$ cat config.mk
export PLATFORM = sky130hd
export DESIGN_NAME = irqrp_host
export DESIGN_NICKNAME = d
export VERILOG_FILES = /design/src/common/irqrp_pkg.sv /design/src/hdl/irqrp_host.sv
export VERILOG_INCLUDE_DIRS = /design/src /design/src/common
export SDC_FILE = /design/constraint.sdc
export NUM_CORES = 1
export LEC_CHECK = 0
export ABC_AREA = 1
export BUFFER_PORTS_ARGS = -buffer_cell sky130_fd_sc_hd__buf_4
export CAP_MARGIN = 20
export CORE_UTILIZATION = 35
export CTS_CLUSTER_SIZE = 14
export DETAILED_ROUTE_END_ITERATION = 7
export PLACE_DENSITY = 0.62
export SLEW_MARGIN = 20
export SYNTH_ARGS = -nofsm -noshare
export SYNTH_HDL_FRONTEND = slang
export SYNTH_SLANG_ARGS = --single-unit
$ cat constraint.sdc
create_clock -name clk_in -period 2.24 [get_ports clk_in]
set_input_delay 0.224 -clock clk_in [delete_from_list [all_inputs] [get_ports clk_in]]
set_output_delay 0.224 -clock clk_in [all_outputs]
set_load 0.02 [all_outputs]
$ cat src/common/irqrp_params.svh
// constants of the interrupt readback and poll controller
`ifndef IRQRP_PARAMS_SVH
`define IRQRP_PARAMS_SVH
// ****************************************************************
// register offsets on the software bus
// ****************************************************************
`define IRQRP_OFS_CMD 8'h00
`define IRQRP_OFS_STATUS 8'h04
`define IRQRP_OFS_IRQ_STAT 8'h08
`define IRQRP_OFS_IRQ_MASK 8'h0C
`define IRQRP_OFS_POLL 8'h10
// field positions
`define IRQRP_CMD_OP_LSB 0
`define IRQRP_CMD_BYTE_LSB 8
`define IRQRP_EV_DONE 0
`define IRQRP_EV_ACCEPT 1
`define IRQRP_EV_DEVINT 2
`define IRQRP_MASK_RESET 3'h0
// ****************************************************************
// command operations
// ****************************************************************
`define IRQRP_OP_RD_MASK 3'h0
`define IRQRP_OP_RD_SEL 3'h1
`define IRQRP_OP_SEL_PEND 3'h2
`define IRQRP_OP_SEL_SERV 3'h3
`define IRQRP_OP_POLL 3'h4
`define IRQRP_OP_EOI 3'h5
`define IRQRP_OP_WR_LO 3'h6
`define IRQRP_OP_WR_HI 3'h7
// ****************************************************************
// priority command word layout
// ****************************************************************
`define IRQRP_PCW_BASE 8'h08
`define IRQRP_PCW_POLL 8'h04
`define IRQRP_PCW_RSE 8'h02
`define IRQRP_PCW_SRC 8'h01
`define IRQRP_PCW_EOI 8'h60
`define IRQRP_POLL_FLAG 7
// ****************************************************************
// strobe timing
// ****************************************************************
`define IRQRP_CLK_NS 10
`define IRQRP_T_RD_LOW_NS 160
`define IRQRP_T_WR_LOW_NS 120
`define IRQRP_T_RECOV_NS 120
`define IRQRP_CYC(ns) (((ns) + `IRQRP_CLK_NS - 1) / `IRQRP_CLK_NS)
`define IRQRP_RD_LOW_CYC `IRQRP_CYC(`IRQRP_T_RD_LOW_NS)
`define IRQRP_WR_LOW_CYC `IRQRP_CYC(`IRQRP_T_WR_LOW_NS)
`define IRQRP_RECOV_CYC `IRQRP_CYC(`IRQRP_T_RECOV_NS)
`define IRQRP_RESP_OKAY 2'h0
`define IRQRP_RESP_SLVERR 2'h2
`endif

$ cat src/common/irqrp_pkg.sv
// types of the interrupt readback and poll controller
package irqrp_pkg;
    // pin sequencer states, gray along idle-strobe-hold-recover
    typedef enum logic [1:0] {
        IRQRP_IDLE = 2'h0,
        IRQRP_STROBE = 2'h1,
        IRQRP_HOLD = 2'h3,
        IRQRP_RECOV = 2'h2
    } irqrp_state_t;
    // whole state of the controller
    typedef struct packed {
        irqrp_state_t st;
        logic [7:0] cnt;
        logic [2:0] op;
        logic poll_rd;
        logic busy;
        logic [7:0] rbyte;
        logic [7:0] poll_word;
        logic [2:0] ev;
        logic [2:0] mask;
        logic dint;
        logic aw_ok;
        logic [7:0] aw_addr;
        logic w_ok;
        logic [31:0] wdata;
        logic [3:0] wstrb;
        logic bvalid;
        logic [1:0] bresp;
        logic rvalid;
        logic [31:0] rdata;
        logic [1:0] rresp;
        logic cs;
        logic rd;
        logic wr;
        logic a0;
        logic oe;
        logic [7:0] dout;
    } irqrp_regs_t;
endpackage : irqrp_pkg

$ cat src/hdl/irqrp_host.sv
// host controller driving the interrupt controller's parallel port
`timescale 1ns/1ps
`default_nettype none
`include "irqrp_params.svh"
module irqrp_host #(
    parameter int RD_LOW_CYC = `IRQRP_RD_LOW_CYC,
    parameter int WR_LOW_CYC = `IRQRP_WR_LOW_CYC,
    parameter int RECOV_CYC = `IRQRP_RECOV_CYC
) (
    // clock and reset
    input wire logic clk_in,
    input wire logic nrst_in,
    // axi4-lite write address and data
    input wire logic [7:0] s_awaddr_in,
    input wire logic s_awvalid_in,
    output logic s_awready_out,
    input wire logic [31:0] s_wdata_in,
    input wire logic [3:0] s_wstrb_in,
    input wire logic s_wvalid_in,
    output logic s_wready_out,
    // axi4-lite write response
    output logic [1:0] s_bresp_out,
    output logic s_bvalid_out,
    input wire logic s_bready_in,
    // axi4-lite read
    input wire logic [7:0] s_araddr_in,
    input wire logic s_arvalid_in,
    output logic s_arready_out,
    output logic [31:0] s_rdata_out,
    output logic [1:0] s_rresp_out,
    output logic s_rvalid_out,
    input wire logic s_rready_in,
    // device parallel port
    output logic cs_n_out,
    output logic rd_n_out,
    output logic wr_n_out,
    output logic register_select_line_out,
    output logic [7:0] data_out,
    output logic data_oe_out,
    input wire logic [7:0] data_in,
    input wire logic dev_int_in,
    // interrupt to software
    output logic irq_out
);
    // ****************************************************************
    // elaboration checks
    // ****************************************************************
    if (RD_LOW_CYC < 1 || RD_LOW_CYC > 255 || WR_LOW_CYC < 1 ||
        WR_LOW_CYC > 255 || RECOV_CYC < 1 || RECOV_CYC > 255) begin : g_chk
        $error("strobe counts must lie in 1..255");
    end

    localparam logic [7:0] RD_CYC = 8'(RD_LOW_CYC);
    localparam logic [7:0] WR_CYC = 8'(WR_LOW_CYC);
    localparam logic [7:0] RV_CYC = 8'(RECOV_CYC);

    irqrp_pkg::irqrp_regs_t s_q; // registered state
    irqrp_pkg::irqrp_regs_t s_d; // next state

    // true when an operation reads the device
    function automatic logic op_is_read(input logic [2:0] op,
                                        input logic prd);
        op_is_read = (op == `IRQRP_OP_RD_MASK) ||
                     (op == `IRQRP_OP_RD_SEL) || prd;
    endfunction : op_is_read

    // byte an operation writes to the device
    function automatic logic [7:0] op_byte(input logic [2:0] op,
                                           input logic [7:0] raw,
                                           input logic [2:0] lvl);
        case (op)
            `IRQRP_OP_SEL_PEND: op_byte = `IRQRP_PCW_BASE |
                `IRQRP_PCW_RSE;
            `IRQRP_OP_SEL_SERV: op_byte = `IRQRP_PCW_BASE |
                `IRQRP_PCW_RSE | `IRQRP_PCW_SRC;
            `IRQRP_OP_POLL: op_byte = `IRQRP_PCW_BASE |
                `IRQRP_PCW_POLL;
            `IRQRP_OP_EOI: op_byte = `IRQRP_PCW_EOI |
                {5'h00, lvl};
            default: op_byte = raw;
        endcase
    endfunction : op_byte

    // ****************************************************************
    // handshake outputs
    // ****************************************************************
    assign s_awready_out = !s_q.aw_ok && !s_q.bvalid;
    assign s_wready_out = !s_q.w_ok && !s_q.bvalid;
    assign s_arready_out = !s_q.rvalid;

    // ****************************************************************
    // registered outputs
    // ****************************************************************
    assign s_bvalid_out = s_q.bvalid;
    assign s_bresp_out = s_q.bresp;
    assign s_rvalid_out = s_q.rvalid;
    assign s_rdata_out = s_q.rdata;
    assign s_rresp_out = s_q.rresp;
    assign cs_n_out = !s_q.cs;
    assign rd_n_out = !s_q.rd;
    assign wr_n_out = !s_q.wr;
    assign register_select_line_out = s_q.a0;
    assign data_out = s_q.dout;
    assign data_oe_out = s_q.oe;
    assign irq_out = |(s_q.ev & s_q.mask);

    // next-state logic for bus slave, sequencer and events
    always_comb begin
        logic [2:0] clr;
        logic [2:0] set;
        logic start;
        logic [2:0] nop;
        clr = 3'h0;
        set = 3'h0;
        start = 1'b0;
        nop = s_q.op;
        s_d = s_q;
        // write channel capture, either order
        if (s_awvalid_in && s_awready_out) begin
            s_d.aw_ok = 1'b1;
            s_d.aw_addr = s_awaddr_in;
        end
        if (s_wvalid_in && s_wready_out) begin
            s_d.w_ok = 1'b1;
            s_d.wdata = s_wdata_in;
            s_d.wstrb = s_wstrb_in;
        end
        if (s_q.bvalid && s_bready_in) begin
            s_d.bvalid = 1'b0;
        end
        // perform a write once both halves are held
        if (s_q.aw_ok && s_q.w_ok) begin
            s_d.aw_ok = 1'b0;
            s_d.w_ok = 1'b0;
            s_d.bvalid = 1'b1;
            s_d.bresp = `IRQRP_RESP_OKAY;
            case (s_q.aw_addr)
                `IRQRP_OFS_CMD: begin
                    // commands while busy are dropped
                    if (!s_q.busy && s_q.wstrb[0]) begin
                        start = 1'b1;
                        nop = s_q.wdata[`IRQRP_CMD_OP_LSB +: 3];
                    end
                end
                `IRQRP_OFS_IRQ_STAT: begin
                    if (s_q.wstrb[0]) begin
                        clr = s_q.wdata[2:0];
                    end
                end
                `IRQRP_OFS_IRQ_MASK: begin
                    if (s_q.wstrb[0]) begin
                        s_d.mask = s_q.wdata[2:0];
                    end
                end
                `IRQRP_OFS_STATUS, `IRQRP_OFS_POLL: begin
                    // read-only words ignore writes
                end
                default: begin
                    s_d.bresp = `IRQRP_RESP_SLVERR;
                end
            endcase
        end
        // read channel
        if (s_q.rvalid && s_rready_in) begin
            s_d.rvalid = 1'b0;
        end
        if (s_arvalid_in && s_arready_out) begin
            s_d.rvalid = 1'b1;
            s_d.rresp = `IRQRP_RESP_OKAY;
            case (s_araddr_in)
                `IRQRP_OFS_CMD: s_d.rdata = {29'h0, s_q.op};
                `IRQRP_OFS_STATUS: s_d.rdata = {16'h0, s_q.rbyte,
                    6'h0, s_q.poll_rd, s_q.busy};
                `IRQRP_OFS_IRQ_STAT: s_d.rdata = {29'h0, s_q.ev};
                `IRQRP_OFS_IRQ_MASK: s_d.rdata = {29'h0, s_q.mask};
                `IRQRP_OFS_POLL: s_d.rdata = {24'h0, s_q.poll_word};
                default: begin
                    s_d.rdata = 32'h0;
                    s_d.rresp = `IRQRP_RESP_SLVERR;
                end
            endcase
        end
        // pin sequencer
        case (s_q.st)
            irqrp_pkg::IRQRP_IDLE: begin
                if (start) begin
                    s_d.op = nop;
                    s_d.busy = 1'b1;
                    s_d.poll_rd = 1'b0;
                    s_d.st = irqrp_pkg::IRQRP_STROBE;
                    s_d.cs = 1'b1;
                    s_d.a0 = (nop == `IRQRP_OP_RD_MASK) ||
                             (nop == `IRQRP_OP_WR_HI);
                    if (op_is_read(nop, 1'b0)) begin
                        s_d.rd = 1'b1;
                        s_d.cnt = RD_CYC;
                    end else begin
                        s_d.wr = 1'b1;
                        s_d.oe = 1'b1;
                        s_d.cnt = WR_CYC;
                        s_d.dout = op_byte(nop,
                            s_q.wdata[`IRQRP_CMD_BYTE_LSB +: 8],
                            s_q.poll_word[2:0]);
                    end
                end
            end
            irqrp_pkg::IRQRP_STROBE: begin
                s_d.cnt = s_q.cnt - 8'h01;
                if (s_q.cnt == 8'h01) begin
                    // data settled by the end of the low pulse
                    if (s_q.rd) begin
                        s_d.rbyte = data_in;
                    end
                    s_d.rd = 1'b0;
                    s_d.wr = 1'b0;
                    s_d.st = irqrp_pkg::IRQRP_HOLD;
                end
            end
            irqrp_pkg::IRQRP_HOLD: begin
                // address and data held one cycle past the strobe
                s_d.cs = 1'b0;
                s_d.oe = 1'b0;
                s_d.cnt = RV_CYC;
                s_d.st = irqrp_pkg::IRQRP_RECOV;
            end
            irqrp_pkg::IRQRP_RECOV: begin
                s_d.cnt = s_q.cnt - 8'h01;
                if (s_q.cnt == 8'h01) begin
                    if (s_q.op == `IRQRP_OP_POLL && !s_q.poll_rd) begin
                        // next read ends the phase, select line low
                        s_d.poll_rd = 1'b1;
                        s_d.cs = 1'b1;
                        s_d.a0 = 1'b0;
                        s_d.rd = 1'b1;
                        s_d.cnt = RD_CYC;
                        s_d.st = irqrp_pkg::IRQRP_STROBE;
                    end else begin
                        if (s_q.poll_rd) begin
                            // accept flag and level kept as read
                            s_d.poll_word = s_q.rbyte;
                            set[`IRQRP_EV_ACCEPT] =
                                s_q.rbyte[`IRQRP_POLL_FLAG];
                        end
                        s_d.busy = 1'b0;
                        set[`IRQRP_EV_DONE] = 1'b1;
                        s_d.st = irqrp_pkg::IRQRP_IDLE;
                    end
                end
            end
            default: begin
                s_d.st = irqrp_pkg::IRQRP_IDLE;
            end
        endcase
        // device interrupt ignored while a poll runs
        s_d.dint = dev_int_in;
        if (dev_int_in && !s_q.dint &&
            !(s_q.busy && s_q.op == `IRQRP_OP_POLL)) begin
            set[`IRQRP_EV_DEVINT] = 1'b1;
        end
        // sticky events, set beats clear
        s_d.ev = (s_q.ev & ~clr) | set;
    end

    // state register
    always_ff @(posedge clk_in) begin
        if (!nrst_in) begin
            s_q <= '{st: irqrp_pkg::IRQRP_IDLE,
                     mask: `IRQRP_MASK_RESET,
                     default: '0};
        end else begin
            s_q <= s_d;
        end
    end
endmodule : irqrp_host
`default_nettype wire

==> flow_metrics.tcl <==
set metrics [dict create \
    route.detailed.drc 0 \
    whs_ps 68.64 \
    grt_pass1_vias 3948 \
    final_area_sq_mm 0.005485 \
    die_w_um 117.5 \
    via_count 4194 \
    hp-class "in2reg" \
    yosys-top-cells-area "dfxtp_1 40%, nand2_1 8.8%, nor2_1 7.8%, buf_4 7.2%, a21oi_1 6.5%" \
    netlist_area_sq_mm 0.004669 \
    io_pins 123 \
    postSynth.topFlopCell "dfxtp_1" \
    grt_overflow_total 0 \
    via_per_inst 4.734 \
    drive_gt1_share_pct 17.51 \
    grt_util_all_layers_pct 16.42 \
    drv_cap 0 \
    rsz0062_at_grt "false" \
    drt_iter0_drc 292 \
    gp_congestion 0.8679 \
    clkTransAtPathRegs_ps 60 \
    skew_ps 7.710 \
    setup_violations 0 \
    core_sq_mm 0.01282 \
    layout_commonest_cell "nand2_1" \
    cp-end-kind "flop" \
    arrival_ps 2150 \
    grt_max_degree 61 \
    grt_first_pass_wirelength_mm 18.44 \
    dpl.hpwl_mm 8.239 \
    timing_worst_setup_path_type "reg2reg" \
    worstPathMaxFanout 11 \
    n_antenna_cell 0 \
    syn_inst 658 \
    synthDistinctLibCells 40 \
    cts-htree-levels 3 \
    final.min_clock_period_ps 1912 \
    postSynthAreaPerCell_sq_um 7.096 \
    ys_ff_latch 93 \
    tritoncts "done" \
    yosys.area.top_type "dfxtp_1" \
    drt-total-wl_mm 10.93 \
    start_util_pct 36.41 \
    synthArstFlopShare_pct 0 \
    leakagePower_nw 2.532 \
    hold_viol 0 \
    critPathLaunchType "flop" \
    fmaxAchievable_ghz 0.5229 \
    status "finished clean" \
    fin_nets 783 \
    worst_pin_slew_ps 632.0 \
    cts_setup_buffers 0 \
    fp.dieH_um 117.5 \
    seq_area_frac_synth_pct 39.87 \
    dieArea_sq_mm 0.01381 \
    tns_ps 0 \
    dr.pass1.iters 5 \
    cts_buffers 9 \
    port_buffers 80 \
    postPlaceCellArea_sq_mm 0.005181 \
    cts.path.max_buffers 2 \
    rows 41 \
    cp.required_ps 2480 \
    syn_to_final_growth_pct 17.47 \
    wl_per_cell_um 12.34 \
    insertion_delay_ps 350 \
    ant_nets 0 \
    cts_root_buffer "clkbuf_16" \
    clock_sinks 93 \
    cts_hold_buffers 0 \
    vdd_ir_drop_max_v 0.0004916 \
    antenna_found_initial 0 \
    slew_headroom_pct 57.82 \
    ys_warn_count 0 \
    period_share_pct 85.38 \
    slew_viol_final 0 \
    synth_edf_count 0 \
    cts_resized 0 \
    final_cell_mix "110 x nand2_1, 97 x nor2_1, 93 x dfxtp_1" \
    power_density_mw_per_mm2 849.3 \
    yosys.area.top_type_share_pct 39.87 \
]
[power by group]
group	internal, W	switching, W
logic	0.000443	0.000779
clock network	0.000880	0.000670
registers	0.00178	0.000109
[per-layer routing]
layer | wire [um] | track usage (%) | vias up
met1 | 5235 | 21.25 | 1880
met4 | 191 | 5.208 | 0
met3 | 648 | 4.990 | 14
met5 | 0 | 0 | -
li1 | - | - | 2173
met2 | 4856 | 26.07 | 127
[Yosys cell counts (2+ instances only)]
master    number
nand2_4        2
inv_2          3
buf_4         45
inv_1         66
o21ai_0       60
nand2_2        9
o31ai_1        3
nor2_8         2
nor2_1        97
nor3_4         2
nand3_1       42
clkbuf_1      10
xnor2_1        3
nor3_1        11
dfxtp_1       93
nor2_4         2
nand4_1        4
ha_1           6
xor2_1         3
a21oi_1       61
o21a_1         2
o21ai_1        3
buf_1          3
nand2_1      110
[sequential cells by signal (all words and copies together) (netlist names)]
name,count
s_q,63
s_rdata_out,16
data_out,8
data_oe_out,1
register_select_line_out,1
s_bresp_out,1
s_bvalid_out,1
s_rresp_out,1
s_rvalid_out,1
[worst max-delay path, stage by stage (launching register included)]
cell	delay, ps
dfxtp_1	310
nor2_1	170
nand2_2	150
nor2_8	140
nand2_4	120
inv_2	120
nand3_1	120
nand2_2	240
inv_1	100
nor2_1	100
nand2_1	60
nor2_1	110
nor2_1	50
[stage by stage]
step	setup WS, ps	std cells	total power, W	util, %
3_3_place_gp	433.2	870	0.003120	40.40
4_1_cts	373.0	886	0.004700	42.77
2_1_floorplan	667.5	675	0.002853	-
3_5_place_dp	396.6	870	0.003140	40.40
6_report	327.6	886	0.004658	42.77
5_1_grt	162.3	886	0.004963	42.77
[layout make-up]
| class | instances | area, sq um |
|---|---|---|
| fillers | 1353 | 7340 |
| repair buffers | 83 | 635.6 |
| multi-input cells | 453 | 2210 |
| flip-flops and latches | 93 | 1862 |
| clock inverters | 7 | 78.83 |
| clock buffers | 9 | 225.2 |
| well taps | 172 | 215.2 |
| inverters | 69 | 259.0 |
[worst paths after layout]
check | slack [ps] | to | start | depth (start not counted)
max | 330 | data_out[1] | s_q[95] | 12
min | 70 | s_q[97] | dev_int_in | 3
max reg2reg | 330 | data_out[1] | s_q[95] | 12
min reg2reg | 470 | s_rdata_out[10] | s_rdata_out[10] | 2
[kinds of logic after synthesis]
| group | count (synthesis) | share of synthesized area, % |
|---|---|---|
| and+or+nand+nor | 289 | 28.08 |
| DFF | 93 | 39.87 |
| AOI/OAI and AO/OA | 134 | 15.06 |
| xor gates and xnor gates | 6 | 1.126 |
| buffers and inverters | 129 | 14.17 |
| other | 1 | 0.08031 |
| adders and majority gates | 6 | 1.608 |
Note: power is estimated with default switching activity, not from simulation.
